`config.mk`:
```
export PLATFORM = sky130hd
export DESIGN_NAME = sarseq_top
export DESIGN_NICKNAME = d
export VERILOG_FILES = /design/src/design/sarseq_top.v /design/src/design/sarseq_clkdiv.v /design/src/design/sarseq_correct.v
export VERILOG_INCLUDE_DIRS = /design/src /design/src/shared
export SDC_FILE = /design/constraint.sdc
export NUM_CORES = 1
export LEC_CHECK = 0
export ABC_AREA = 1
export BUFFER_PORTS_ARGS = -buffer_cell sky130_fd_sc_hd__buf_2
export CAP_MARGIN = 10
export CELL_PAD_IN_SITES_DETAIL_PLACEMENT = 0
export CELL_PAD_IN_SITES_GLOBAL_PLACEMENT = 1
export CORE_MARGIN = 10
export CORE_UTILIZATION = 25
export DETAILED_ROUTE_END_ITERATION = 8
export PLACE_DENSITY_LB_ADDON = 0.2
export SLEW_MARGIN = 20
export SYNTH_ARGS = -nofsm -noshare
export SYNTH_HDL_FRONTEND = slang
export SYNTH_SLANG_ARGS = --single-unit
```
`constraint.sdc`:
```
create_clock -name pclk -period 9.2 [get_ports pclk]
set_input_delay 0.92 -clock pclk [delete_from_list [all_inputs] [get_ports pclk]]
set_output_delay 0.92 -clock pclk [all_outputs]
set_load 0.01 [all_outputs]
```
`src/shared/sarseq_regs.vh`:
```
// Register map, field positions, reset values and timing counts of the
// converter sequencer; included only by the top-level sequencer module.
`ifndef SARSEQ_REGS_VH
`define SARSEQ_REGS_VH
// Byte offsets on the APB bus
`define SARSEQ_OFS_CONTROL  6'h00
`define SARSEQ_OFS_POSSEL   6'h04
`define SARSEQ_OFS_NEGSEL   6'h08
`define SARSEQ_OFS_STATUS   6'h0c
`define SARSEQ_OFS_RESULT   6'h10
`define SARSEQ_OFS_OFFSET   6'h14
`define SARSEQ_OFS_GAIN     6'h18
`define SARSEQ_OFS_REGRST   6'h1c
`define SARSEQ_OFS_PGAGAIN  6'h20
// Control register fields
`define SARSEQ_CTL_TRIG_LO  0
`define SARSEQ_CTL_TRIG_HI  2
`define SARSEQ_CTL_MODE_LO  3
`define SARSEQ_CTL_MODE_HI  4
`define SARSEQ_CTL_START    5
`define SARSEQ_CTL_DIV_LO   8
`define SARSEQ_CTL_DIV_HI   10
`define SARSEQ_CTL_ACQ_LO   11
`define SARSEQ_CTL_ACQ_HI   13
`define SARSEQ_CTL_NBYP     14
`define SARSEQ_CTL_PBYP     15
`define SARSEQ_CTL_RESET    16'h1100
// Trigger sources
`define SARSEQ_TRIG_SINGLE  3'h0
`define SARSEQ_TRIG_CONT    3'h1
`define SARSEQ_TRIG_PIN     3'h2
`define SARSEQ_TRIG_PLA     3'h3
`define SARSEQ_TRIG_TMR0    3'h4
`define SARSEQ_TRIG_TMR1    3'h5
// Input modes
`define SARSEQ_MODE_SE      2'h0
`define SARSEQ_MODE_DIFF    2'h1
`define SARSEQ_MODE_PSEUDO  2'h2
// Positive selections
`define SARSEQ_PCH_AMP_A    5'h0b
`define SARSEQ_PCH_AMP_B    5'h0c
`define SARSEQ_PCH_IOMON    5'h0d
`define SARSEQ_PCH_TEMP     5'h0e
`define SARSEQ_PCH_VREF     5'h0f
`define SARSEQ_PCH_AGND     5'h10
// Negative selections
`define SARSEQ_NCH_CM       5'h0b
`define SARSEQ_NCH_AMPNEG   5'h0c
`define SARSEQ_NCH_AGND     5'h0d
// Forced timing on the temperature channel: acq 16, divider 32
`define SARSEQ_TEMP_ACQ     3'h3
`define SARSEQ_TEMP_DIV     3'h5
// Converter clocks spent writing the result after the bit trials
`define SARSEQ_BITS         12
`define SARSEQ_WRITE_CLKS   4'h2
`define SARSEQ_PGA_RESET    5'h00
`endif

```
`src/design/sarseq_top.v`:
```
// Successive-approximation converter sequencer with APB registers.
// Assumes an analog core that samples while sample_hold is high and
// compares against sar_trial, returning comp_in asynchronously.
//
// The placing of the registers and the APB slave port were chosen for this implementation.
`timescale 1ns/100ps
`include "sarseq_regs.vh"
module sarseq_top #(
   parameter [11:0] FACTORY_OFFSET = 12'h000, // Trimmed at test
   parameter [11:0] FACTORY_GAIN   = 12'h000  // Trimmed at test
) (
   pclk,
   presetn,
   psel,
   penable,
   pwrite,
   paddr,
   pwdata,
   prdata,
   pready,
   pslverr,
   convert_start_pin,
   pla_trigger,
   timer0_overflow,
   timer1_overflow,
   comp_in,
   sample_hold,
   sar_trial,
   busy,
   input_mode,
   pos_channel,
   neg_channel,
   pos_buf_bypass,
   neg_buf_bypass,
   neg_drive_disable,
   pga_enable,
   pga_gain
);
   input  wire        pclk;              // Bus clock, 100 MHz
   input  wire        presetn;           // Asynchronous reset, active low
   input  wire        psel;              // APB select
   input  wire        penable;           // APB access phase
   input  wire        pwrite;            // APB direction
   input  wire [7:0]  paddr;             // APB byte address
   input  wire [31:0] pwdata;            // APB write data
   output reg  [31:0] prdata;            // APB read data
   output reg         pready;            // APB ready
   output reg         pslverr;           // Unmapped address
   input  wire        convert_start_pin; // External trigger pin, level
   input  wire        pla_trigger;       // Logic array output, level
   input  wire        timer0_overflow;   // One-cycle pulse
   input  wire        timer1_overflow;   // One-cycle pulse
   input  wire        comp_in;           // Analog comparator, async
   output reg         sample_hold;       // High while acquiring
   output reg  [11:0] sar_trial;         // Capacitor DAC trial word
   output reg         busy;              // High during a conversion
   output reg  [1:0]  input_mode;        // Mode to the analog front end
   output reg  [4:0]  pos_channel;       // Positive multiplexer
   output reg  [4:0]  neg_channel;       // Negative multiplexer
   output reg         pos_buf_bypass;    // Positive buffer bypassed
   output reg         neg_buf_bypass;    // Negative buffer bypassed
   output reg         neg_drive_disable; // Amplified negative driver off
   output reg         pga_enable;        // Amplifier in the path
   output reg  [4:0]  pga_gain;          // Amplifier gain step

   localparam [1:0] ST_IDLE = 2'h0;      // Waiting for a trigger
   localparam [1:0] ST_ACQ  = 2'h1;      // Tracking the input
   localparam [1:0] ST_BIT  = 2'h2;      // Bit trials
   localparam [1:0] ST_WR   = 2'h3;      // Result write clocks

   reg  [15:0] conv_control;             // Control register
   reg  [11:0] offset_coeff;             // Offset coefficient
   reg  [11:0] gain_coeff;               // Gain coefficient
   reg  [31:0] conv_result;              // Formatted result
   reg         result_ready_flag;        // Conversion finished, unread
   reg         temp_timing;              // Forced timing held until read
   reg  [1:0]  state;                    // Sequencer state
   reg  [4:0]  count;                    // Clocks left in the phase
   reg  [3:0]  bit_idx;                  // Bit under trial
   reg  [11:0] raw;                      // Accumulated trial result
   reg  [1:0]  conv_mode;                // Mode latched at start
   reg         pin_s1, pin_s2;           // Pin synchroniser
   reg         cmp_s1, cmp_s2;           // Comparator synchroniser
   reg         trig_d;                   // Trigger level last cycle
   reg         pend_single;              // Software start waiting
   wire [2:0]  trig_src;                 // Selected trigger source
   wire        trig_level;               // Level-type trigger now
   wire        start;                    // Begin a conversion
   wire [2:0]  div_code, acq_code;       // Effective timing codes
   wire        tick;                     // Converter clock enable
   wire        corr_done;                // Corrected code ready
   wire [11:0] corr_code;                // Corrected code
   wire [11:0] signed_code;              // Differential, shifted
   wire        wr_en, rd_en;             // Bus write and read strobes
   wire        is_temp;                  // Temperature channel chosen

   // Address decode, shared by the read mux and the error answer
   function mapped;
      input [7:0] a;
      begin
         mapped = (a[1:0] == 2'b00) && (a[7:2] <= 6'h08);
      end
   endfunction

   // Refused addresses neither write nor clear anything by a read
   assign wr_en    = psel & penable & pready & pwrite & mapped(paddr);
   assign rd_en    = psel & penable & pready & ~pwrite & mapped(paddr);
   assign trig_src = conv_control[`SARSEQ_CTL_TRIG_HI:`SARSEQ_CTL_TRIG_LO];
   assign is_temp  = (pos_channel == `SARSEQ_PCH_TEMP);
   // Temperature conversions override the user timing fields
   assign div_code = (is_temp | temp_timing) ? `SARSEQ_TEMP_DIV :
                     conv_control[`SARSEQ_CTL_DIV_HI:`SARSEQ_CTL_DIV_LO];
   assign acq_code = (is_temp | temp_timing) ? `SARSEQ_TEMP_ACQ :
                     conv_control[`SARSEQ_CTL_ACQ_HI:`SARSEQ_CTL_ACQ_LO];

   // Level triggers: pin (synchronised) or logic array output
   assign trig_level = (trig_src == `SARSEQ_TRIG_PIN) ? pin_s2 :
                       (trig_src == `SARSEQ_TRIG_PLA) ? pla_trigger :
                       1'b0;

   // Any start source, taken only in idle
   assign start = (state == ST_IDLE) & (
      pend_single |
      (trig_src == `SARSEQ_TRIG_CONT) |
      (trig_level & ~trig_d) |
      (trig_level & busy) |
      ((trig_src == `SARSEQ_TRIG_TMR0) & timer0_overflow) |
      ((trig_src == `SARSEQ_TRIG_TMR1) & timer1_overflow));

   // Differential: offset binary to twos complement, halved
   assign signed_code = $signed({~corr_code[11], corr_code[10:0]}) >>> 1;

   sarseq_clkdiv u_div (
      .pclk    (pclk),
      .presetn (presetn),
      .code    (div_code),
      .tick    (tick)
   );

   sarseq_correct u_corr (
      .pclk    (pclk),
      .presetn (presetn),
      // A tick every cycle must not launch a second correction
      .go      ((state == ST_WR) & tick & (count == 5'h00) & ~corr_done),
      .raw     (raw),
      .offset  (offset_coeff),
      .gain    (gain_coeff),
      .done    (corr_done),
      .code    (corr_code)
   );

   // Two flip-flops on the pin and comparator before any use
   always @(posedge pclk or negedge presetn) begin
      if (!presetn) begin
         pin_s1 <= 1'b0;
         pin_s2 <= 1'b0;
         cmp_s1 <= 1'b0;
         cmp_s2 <= 1'b0;
         trig_d <= 1'b0;
      end else begin
         pin_s1 <= convert_start_pin;
         pin_s2 <= pin_s1;
         cmp_s1 <= comp_in;
         cmp_s2 <= cmp_s1;
         trig_d <= trig_level;
      end
   end

   // APB slave: ready in the first access cycle, read data with it
   always @(posedge pclk or negedge presetn) begin
      if (!presetn) begin
         pready  <= 1'b0;
         pslverr <= 1'b0;
         prdata  <= 32'h00000000;
      end else begin
         pready  <= psel & ~penable & ~pready;
         pslverr <= psel & ~penable & ~mapped(paddr);
         if (psel & ~penable & ~pwrite) begin
            // Unmapped reads fall to the default and return zero
            case (mapped(paddr) ? paddr[7:2] : 6'h3f)
               6'h00:   prdata <= {16'h0000, conv_control};
               6'h01:   prdata <= {27'h0, pos_channel};
               6'h02:   prdata <= {27'h0, neg_channel};
               6'h03:   prdata <= {30'h0, busy, result_ready_flag};
               6'h04:   prdata <= conv_result;
               6'h05:   prdata <= {20'h0, offset_coeff};
               6'h06:   prdata <= {20'h0, gain_coeff};
               6'h08:   prdata <= {27'h0, pga_gain};
               default: prdata <= 32'h00000000;
            endcase
         end
      end
   end

   // Configuration registers; a reset-register write restores defaults
   always @(posedge pclk or negedge presetn) begin
      if (!presetn) begin
         conv_control <= `SARSEQ_CTL_RESET;
         pos_channel  <= 5'h00;
         neg_channel  <= 5'h00;
         offset_coeff <= FACTORY_OFFSET;
         gain_coeff   <= FACTORY_GAIN;
         pga_gain     <= `SARSEQ_PGA_RESET;
      end else if (wr_en && paddr[7:2] == 6'h07) begin
         conv_control <= `SARSEQ_CTL_RESET;
         pos_channel  <= 5'h00;
         neg_channel  <= 5'h00;
         offset_coeff <= FACTORY_OFFSET;
         gain_coeff   <= FACTORY_GAIN;
         pga_gain     <= `SARSEQ_PGA_RESET;
      end else if (wr_en) begin
         case (paddr[7:2])
            // Start bit is a command and never stored
            6'h00:   conv_control <= pwdata[15:0] &
                                     ~(16'h0001 << `SARSEQ_CTL_START);
            6'h01:   pos_channel  <= pwdata[4:0];
            6'h02:   neg_channel  <= pwdata[4:0];
            6'h05:   offset_coeff <= pwdata[11:0];
            6'h06:   gain_coeff   <= pwdata[11:0];
            6'h08:   pga_gain     <= pwdata[4:0];
            default: ;
         endcase
      end
   end

   // Front-end controls follow the registers directly
   always @(posedge pclk or negedge presetn) begin
      if (!presetn) begin
         input_mode        <= `SARSEQ_MODE_SE;
         pos_buf_bypass    <= 1'b0;
         neg_buf_bypass    <= 1'b0;
         neg_drive_disable <= 1'b0;
         pga_enable        <= 1'b0;
      end else begin
         input_mode <= conv_control[`SARSEQ_CTL_MODE_HI:
                                    `SARSEQ_CTL_MODE_LO];
         pos_buf_bypass    <= conv_control[`SARSEQ_CTL_PBYP];
         neg_buf_bypass    <= conv_control[`SARSEQ_CTL_NBYP];
         neg_drive_disable <= conv_control[`SARSEQ_CTL_NBYP];
         // Amplified channels always pass through the amplifier
         pga_enable <= (pos_channel == `SARSEQ_PCH_AMP_A) |
                       (pos_channel == `SARSEQ_PCH_AMP_B);
      end
   end

   // Sequencer: acquisition, twelve bit trials, result write clocks
   always @(posedge pclk or negedge presetn) begin
      if (!presetn) begin
         state       <= ST_IDLE;
         count       <= 5'h00;
         bit_idx     <= 4'h0;
         raw         <= 12'h000;
         sar_trial   <= 12'h000;
         sample_hold <= 1'b0;
         busy        <= 1'b0;
         conv_mode   <= `SARSEQ_MODE_SE;
         pend_single <= 1'b0;
      end else begin
         if (wr_en && paddr[7:2] == 6'h00 &&
             pwdata[`SARSEQ_CTL_START])
            pend_single <= 1'b1;
         else if (start | (wr_en && paddr[7:2] == 6'h07))
            pend_single <= 1'b0;
         case (state)
            ST_IDLE: begin
               busy <= 1'b0;
               if (start) begin
                  state       <= ST_ACQ;
                  busy        <= 1'b1;
                  sample_hold <= 1'b1;
                  // The register, not the output that lags it a cycle
                  conv_mode   <= conv_control[`SARSEQ_CTL_MODE_HI:
                                              `SARSEQ_CTL_MODE_LO];
                  count       <= 5'h02 << acq_code;
               end
            end
            ST_ACQ: if (tick) begin
               if (count == 5'h01) begin
                  state       <= ST_BIT;
                  sample_hold <= 1'b0;
                  bit_idx     <= 4'hb;
                  raw         <= 12'h000;
                  sar_trial   <= 12'h800;
               end else begin
                  count <= count - 5'h01;
               end
            end
            ST_BIT: if (tick) begin
               // Keep the trial bit when the input is above the DAC
               raw[bit_idx] <= cmp_s2;
               if (bit_idx == 4'h0) begin
                  state     <= ST_WR;
                  count     <= {1'b0, `SARSEQ_WRITE_CLKS};
                  sar_trial <= 12'h000;
               end else begin
                  bit_idx   <= bit_idx - 4'h1;
                  sar_trial <= (sar_trial &
                                ~(12'h001 << bit_idx)) |
                               ({11'h0, cmp_s2} << bit_idx) |
                               (12'h001 << (bit_idx - 4'h1));
               end
            end
            ST_WR: begin
               if (tick && count != 5'h00)
                  count <= count - 5'h01;
               if (corr_done)
                  state <= ST_IDLE;
            end
            default: state <= ST_IDLE;
         endcase
      end
   end

   // Result formatting, ready flag and forced-timing latch
   always @(posedge pclk or negedge presetn) begin
      if (!presetn) begin
         conv_result       <= 32'h00000000;
         result_ready_flag <= 1'b0;
         temp_timing       <= 1'b0;
      end else begin
         if (corr_done) begin
            if (conv_mode == `SARSEQ_MODE_DIFF)
               conv_result <= {{4{signed_code[11]}}, signed_code,
                               16'h0000};
            else
               conv_result <= {4'h0, corr_code, 16'h0000};
         end
         // Set wins over the clear of a simultaneous read
         if (corr_done)
            result_ready_flag <= 1'b1;
         else if (rd_en && paddr[7:2] == 6'h04)
            result_ready_flag <= 1'b0;
         if (start & is_temp)
            temp_timing <= 1'b1;
         else if (rd_en && paddr[7:2] == 6'h04 && state == ST_IDLE)
            temp_timing <= 1'b0;
      end
   end
endmodule // sarseq_top

```
`src/design/sarseq_clkdiv.v`:
```
// Converter clock divider: one-cycle enable every 2^code pclk cycles.
// Assumes pclk/presetn of the sequencer; code may change at any time.
`timescale 1ns/100ps
module sarseq_clkdiv (
   pclk,
   presetn,
   code,
   tick
);
   input  wire       pclk;    // Bus clock
   input  wire       presetn; // Asynchronous reset, active low
   input  wire [2:0] code;    // Divide by 2^code
   output reg        tick;    // One-cycle converter clock enable

   reg  [7:0] count;          // Free-running prescaler
   wire [7:0] mask;           // Low bits that must all be ones

   assign mask = (8'h01 << code) - 8'h01;

   // Tick when the low code bits wrap; code 0 ticks every cycle
   always @(posedge pclk or negedge presetn) begin
      if (!presetn) begin
         count <= 8'h00;
         tick  <= 1'b0;
      end else begin
         count <= count + 8'h01;
         tick  <= ((count & mask) == mask);
      end
   end
endmodule // sarseq_clkdiv

```
`src/design/sarseq_correct.v`:
```
// Digital offset and gain correction of a raw 12-bit code.
// Assumes raw/go come from the same pclk domain; result one cycle later.
`timescale 1ns/100ps
module sarseq_correct (
   pclk,
   presetn,
   go,
   raw,
   offset,
   gain,
   done,
   code
);
   input  wire        pclk;    // Bus clock
   input  wire        presetn; // Asynchronous reset, active low
   input  wire        go;      // Raw code valid, one cycle
   input  wire [11:0] raw;     // Unsigned code from the bit trials
   input  wire [11:0] offset;  // Signed, quarter-LSB steps
   input  wire [11:0] gain;    // Signed, quarter-LSB steps at full scale
   output reg         done;    // Corrected code valid, one cycle
   output reg  [11:0] code;    // Corrected, clamped code

   wire signed [15:0] quarter; // Code in quarter LSBs plus offset
   wire signed [29:0] prod;    // Gain term before scaling
   wire signed [17:0] fixed;   // Quarter LSBs after both corrections

   assign quarter = $signed({2'b00, raw, 2'b00}) +
                    $signed({{4{offset[11]}}, offset});
   assign prod    = $signed({{14{quarter[15]}}, quarter}) *
                    $signed({{18{gain[11]}}, gain});
   // One gain step moves full scale (16384 quarters) by one quarter
   assign fixed   = $signed({{2{quarter[15]}}, quarter}) +
                    $signed(prod[29:14]);

   // Truncate to whole LSBs and clamp to the code range
   always @(posedge pclk or negedge presetn) begin
      if (!presetn) begin
         done <= 1'b0;
         code <= 12'h000;
      end else begin
         done <= go;
         if (go) begin
            if (fixed[17])
               code <= 12'h000;
            else if (fixed[16:14] != 3'b000)
               code <= 12'hfff;
            else
               code <= fixed[13:2];
         end
      end
   end
endmodule // sarseq_correct

```
==> results.yml, run 1 <==
logic_synthesis:
  synthTopCellsByArea: "dfrtp_1 27%, fa_1 22%, nand2_1 8.8%"
  synth_flop_cell: "dfrtp_1"
  synth-seq-cells: 171
  synth_top_area_share: 0.268
  async_flop_share: 1.00
  yosysMostFrequentCell: "nand2_1"
  syn_area_um2: 15800
  synth_cell_types: 54
  synthTopCellsByCount: "370 x nand2_1, 368 x inv_1, 177 x fa_1, 169 x dfrtp_1, 164 x nor2_1"
  synth.avg_cell_area_um2: 8.23
  synth_edf_count: 0
  yosysSeqAreaShare: 0.272
  syn_inst: 1915
  ys_warn_count: 0
  syn_nets: 2241
  yosys.area.top_type: "dfrtp_1"
cts:
  clk_latency_ps: 450
  clockRootBuffer: "clkbuf_16"
  hold_buffers: 0
  htree_levels: 4
  cts_buffers: 17
  clk_pin_slew_ps: 80
  clock_path_buffers: 2
  cts.sinks: 171
  tritoncts: "yes"
cells_and_area:
  antenna_cells: 0
  syn2layout_area_growth_pct: 15.4
  design_area_um2: 18200
  drive_gt1_frac: 0.124
  nNetsFinal: 2362
  final_cells: 2895
global_routing:
  grt_max_degree: 72
  overflow: 0
  antenna_found_initial: 0
  grt_pass1_vias: 13571
  grt_first_pass_wirelength_mm: 78.8
  grt_usage: 0.135
setup_path:
  cpMostUsedCell: "nand2_1"
  r2r_end: "u_corr.code[0]$_DFFE_PN0P_"
  critPathCaptureType: "flop"
  reg2reg_from: "offset_coeff[2]$_DFFE_PN0P_"
  r2r_slack_ps: 570
  crit_required_ps: 9540
  start_kind: "flop"
  crit_arrival_ps: 8970
  slowest_delay_ps: 560
  crit_type: "flop to flop"
  slowest_stage: "fa_1"
  rr_worst_depth: 43
  crit_fanout: 12
pwr:
  power.density_nw_per_um2: 122
  p_leak_nw: 9.26
  power_w: 0.00221
  ir_drop_mv: 0.101
sta:
  fmax_ghz: 0.116
  skew_ps: 13.0
  finalCriticalPeriod_ps: 8630
  finalSetupTns_ps: 0
  setup_viol: 0
  tightest_slew_ps: 977
  slew_headroom: 0.344
  min_period_over_period: 0.938
  rsz0062_at_grt: "false"
  finalHoldViolations: 0
  maxSlewViolCount: 0
drt:
  postRouteAntennaNets: 0
  routed_wirelength_mm: 48.8
  viasPerCell: 4.45
  drt_iter0_drc: 695
  drt_pre_antenna_iters: 5
  dr_total_vias: 12874
  drcViolationCount: 0
  drt-wirelength-per-cell_um: 16.8
die:
  core_um2: 62700
  rows: 92
  ioPinCount: 119
  die_h_um: 271
  initial_core_util: 0.251
  die_area_um2: 73500
  die_x_um: 271
place:
  dp_hpwl_mm: 39.2
  dpl-instance-area_um2: 17500
  port_buffers: 102
  dp_cells: 2862
  place.gp.congestion: 0.836
flow_run:
  maxCapViolCount: 0
worst_hold_path:
  hp-class: "primary input to async pin"
outcome:
  status: "complete, no violations"
[where the power goes]
| group | internal [W] | switching (W) |
|---|---|---|
| Combinational | 0.000183 | 0.000381 |
| Sequential | 0.000808 | 0.0000538 |
| Clock | 0.000442 | 0.000346 |
| Total | 0.00143 | 0.000781 |
[sequential cells by signal (all words and copies together), names as in the netlist, 4 cells and up]
name,count
conv_result,13
u_div.count,7
count,5
raw,12
pos_channel,5
sar_trial,12
pga_gain,5
prdata,29
bit_idx,4
u_corr.code,12
gain_coeff,12
neg_channel,5
offset_coeff,12
conv_control,15
[how the worst max path moves through the flow]
| stage | start | endpoint | slack [ps] | cells past startpoint |
|---|---|---|---|---|
| detailed placement | offset_coeff[2]$_DFFE_PN0P_ | u_corr.code[8]$_DFFE_PN0P_ | 270 | 42 |
| global route | offset_coeff[2]$_DFFE_PN0P_ | u_corr.code[8]$_DFFE_PN0P_ | 3 | 45 |
| global placement | offset_coeff[2]$_DFFE_PN0P_ | u_corr.code[8]$_DFFE_PN0P_ | 350 | 40 |
| CTS | offset_coeff[2]$_DFFE_PN0P_ | u_corr.code[8]$_DFFE_PN0P_ | 210 | 42 |
| finish | offset_coeff[2]$_DFFE_PN0P_ | u_corr.code[0]$_DFFE_PN0P_ | 570 | 43 |
| floorplan | offset_coeff[2]$_DFFE_PN0P_ | u_corr.code[0]$_DFFE_PN0P_ | 1200 | 44 |
[cells by family (layout without fill, tap and decap cells)]
group,after synthesis,in the layout,synth area share
AND/OR/NAND/NOR,670,670,0.176
buffers and inverters,440,574,0.108
AO/OA/AOI/OAI,315,315,0.117
adder cells (fa/ha/maj),276,276,0.303
flip-flops,171,171,0.272
XOR/XNOR,43,43,0.0244
[stage by stage]
stage               setup slack, ps  hold slack (ps)   util
global placement                346              336  0.279
CTS                             206              323  0.289
finish                          569              334  0.290
floorplan                      1200              331      -
global route                   3.35              338  0.290
detailed placement              271              335  0.279
[critical path: cells and delay by family, from the launching register on]
| kind | cells | cell delay (ps) |
|---|---|---|
| AOI/OAI and AO/OA | 8 | 1450 |
| DFF | 1 | 420 |
| and+or+nand+nor | 16 | 1660 |
| buffers and inverters | 8 | 630 |
| adders and majority gates | 9 | 3780 |
| xor gates and xnor gates | 2 | 530 |
[area by class of cell]
cell class	instances	area (um^2)
Fill cell	6754	44500
Multi-Input combinational cell	1304	9840
Sequential cell	171	4280
Inverter	391	1470
Tap cell	846	1060
Timing Repair Buffer	151	922
Clock buffer	18	439
Clock inverter	14	190
[layer usage]
layer | global-route usage | up-vias | wire length [um]
met5 | 0 | - | 0
met4 | 0.0215 | 0 | 378
met3 | 0.0189 | 24 | 1910
met2 | 0.225 | 221 | 23400
met1 | 0.187 | 6407 | 23100
li1 | - | 6222 | -
[cell usage in the layout, fill, tap and decap left out, types with 4 or more instances in the layout]
| cell | count |
|---|---|
| nand2_1 | 369 |
| nor3_1 | 26 |
| inv_1 | 368 |
| a221oi_1 | 8 |
| buf_4 | 46 |
| nor2_2 | 8 |
| clkbuf_16 | 17 |
| a32oi_1 | 4 |
| buf_2 | 101 |
| nand2_2 | 13 |
| o22ai_1 | 32 |
| or2_2 | 6 |
| o21ai_1 | 12 |
| xor2_1 | 19 |
| o21bai_1 | 5 |
| clkinv_1 | 9 |
| nor2_1 | 164 |
| a21oi_2 | 5 |
| ha_1 | 98 |
| nand4_1 | 9 |
| fa_1 | 177 |
| a21oi_1 | 81 |
| xnor2_1 | 23 |
| o31ai_1 | 5 |
| dfrtp_1 | 169 |
| nand3b_1 | 7 |
| a21o_1 | 6 |
| o21ai_2 | 13 |
| clkinv_4 | 4 |
| a22oi_1 | 5 |
| inv_2 | 13 |
| o21ai_0 | 116 |
| nand3_1 | 60 |
| a31oi_1 | 7 |
[what timing repair did]
| item | 4_1_cts | 5_1_grt |
|---|---|---|
| gates resized for setup | 0 | 11 |
| setup buffers | 0 | 1 |
| setup endpoints to repair | 0 | 12 |
Power figures use the tool's default switching activity.
==> inputs of run 2 (changes only) <==
--- a/config.mk
+++ b/config.mk
@@ -7,7 +7,7 @@
 export NUM_CORES = 1
 export LEC_CHECK = 0
 export ABC_AREA = 1
-export BUFFER_PORTS_ARGS = -buffer_cell sky130_fd_sc_hd__buf_2
+export BUFFER_PORTS_ARGS = -buffer_cell sky130_fd_sc_hd__buf_4
 export CAP_MARGIN = 10
 export CELL_PAD_IN_SITES_DETAIL_PLACEMENT = 0
 export CELL_PAD_IN_SITES_GLOBAL_PLACEMENT = 1
==> run 2 against run 1 <==
  * Routed wire length increased by 0.31%
  * Maximum frequency up 0.26%
  * Clock power decreased by 5.8%
  * Setup slack better by 23 ps
  * Power decreased by 1.0%
  * Cell area grew 1.2%
  * Die area stayed put
  * Clock skew increased by 3.1 ps
  * Count of clock-buffer cells in the layout grew 2
  * Hold slack better by 18 ps
  * Critical path type unchanged
  * Largest cell class unchanged
==> results.yml, run 2 (synthesis results as in run 1) <==
setup_path:
  slowest_delay_ps: 560
  crit_required_ps: 9530
  slowest_stage: "fa_1"
  crit_arrival_ps: 8940
  crit_type: "flop to flop"
  start_kind: "flop"
  crit_fanout: 12
  critPathCaptureType: "flop"
  cpMostUsedCell: "nand2_1"
cells_and_area:
  register_area_um2: 4280
  design_area_um2: 18400
  syn2layout_area_growth_pct: 16.8
  fillers: 6851
  multiInputGateArea_um2: 9830
  final_cells: 2896
  nNetsFinal: 2363
  final_common_cell: "nand2_1"
  largest_reg_flops: 29
  antenna_cells: 0
  regMostFlops: "prdata"
  most-common-layout-cells: "370 x nand2_1, 367 x inv_1, 177 x fa_1"
  drive_gt1_frac: 0.125
  top_regs: "prdata (29), conv_control (15), conv_result (13)"
global_routing:
  grt_usage: 0.135
  grt_pass1_vias: 13424
  antenna_found_initial: 0
  grt_first_pass_wirelength_mm: 79.1
  grt_max_degree: 102
  overflow: 0
cts:
  cts.sinks: 171
  clockRootBuffer: "clkbuf_16"
  clock_path_buffers: 2
  hold_buffers: 0
  clk_latency_ps: 450
  clk_pin_slew_ps: 70
  htree_levels: 4
  tritoncts: "yes"
  cts_buffers: 17
sta:
  finalHoldViolations: 0
  maxSlewViolCount: 0
  finalSetupTns_ps: 0
  fmax_ghz: 0.116
  slew_headroom: 0.278
  setup_viol: 0
  min_period_over_period: 0.936
  finalCriticalPeriod_ps: 8610
  hold-worst-slack_ps: 353
  skew_ps: 16.2
  tightest_slew_ps: 1080
place:
  dp_cells: 2859
  place.gp.congestion: 0.838
  dpl-instance-area_um2: 17700
  dp_hpwl_mm: 39.4
  port_buffers: 102
drt:
  drcViolationCount: 0
  postRouteAntennaNets: 0
  drt_iter0_drc: 579
  drt_pre_antenna_iters: 5
  dr_total_vias: 12820
  viasPerCell: 4.43
  routed_wirelength_mm: 48.9
  drt-wirelength-per-cell_um: 16.9
flow_run:
  maxCapViolCount: 0
die:
  initial_core_util: 0.251
  rows: 92
  die_area_um2: 73500
  die_h_um: 271
  die_x_um: 271
  ioPinCount: 119
  core_um2: 62700
outcome:
  status: "complete, no violations"
worst_hold_path:
  hp-class: "flop to flop"
pwr:
  power.density_nw_per_um2: 119
  ir_drop_mv: 0.113
  p_leak_nw: 9.25
-- run 2: changes by cell type in the layout (fill, tap and decap cells not counted), moves of 2 or more --
cell,change
clkbuf_1,+2
clkinvlp_4,+4
ha_2,+2
clkinv_4,-4
a21oi_1,+2
a21oi_2,-2
buf_4,+102
inv_6,+2
buf_2,-101
ha_1,-2
-- run 2: area by class of cell --
class,instances,area share
inverters,391,0.0799
well taps,846,0.0575
clock inverters,12,0.00748
multi-input cells,1304,0.534
flip-flops and latches,171,0.233
repair buffers,152,0.0642
clock buffers,20,0.0243
-- run 2: per-layer routing --
layer | up-vias | wire [um] | track usage | part of all wire
met1 | 6363 | 23400 | 0.188 | 0.48
met2 | 197 | 23500 | 0.224 | 0.48
met3 | 30 | 1600 | 0.0197 | 0.033
met4 | 0 | 444 | 0.0221 | 0.0091
met5 | - | 0 | 0 | 0
li1 | 6230 | - | - | -
-- run 2: final timing paths --
kind	start	to	slack [ps]	cells after the start
min	pin_s1$_DFF_PN0_	pin_s2$_DFF_PN0_	350	0
min reg2reg	pin_s1$_DFF_PN0_	pin_s2$_DFF_PN0_	350	0
max reg2reg	offset_coeff[4]$_DFFE_PN0P_	u_corr.code[8]$_DFFE_PN0P_	590	39
max in group asynchronous	presetn	offset_coeff[5]$_DFFE_PN0P_	7020	2
max	offset_coeff[4]$_DFFE_PN0P_	u_corr.code[8]$_DFFE_PN0P_	590	39
min in group asynchronous	presetn	prdata[0]$_DFFE_PN0P_	590	1
-- run 2: power by group --
| group | internal (W) | switching (W) | total, W |
|---|---|---|---|
| Sequential | 0.000809 | 0.0000554 | 0.000864 |
| Combinational | 0.000200 | 0.000385 | 0.000586 |
| Clock | 0.000410 | 0.000332 | 0.000742 |
-- run 2: repair_timing --
action                     in CTS  in global routing
resized for setup               0                 13
setup buffers                   0                  5
setup endpoints to repair       0                 12
-- run 2: metrics by stage --
stage                      util  power [W]  worst slack (ps)
after floorplan               -    0.00121              1200
final                     0.293    0.00219               592
after CTS                 0.292    0.00221               280
after detailed placement  0.283    0.00146               322
after global routing      0.293    0.00232            -0.759
after global placement    0.283    0.00145               340
-- run 2: worst max-delay path: cells and delay by family, from the launching register on --
family	cells	cell delay, ps
xor gates and xnor gates	1	210
adders and majority gates	8	3410
buffers and inverters	6	820
DFF	1	430
and+or+nand+nor	15	2000
AOI/OAI and AO/OA	9	1650
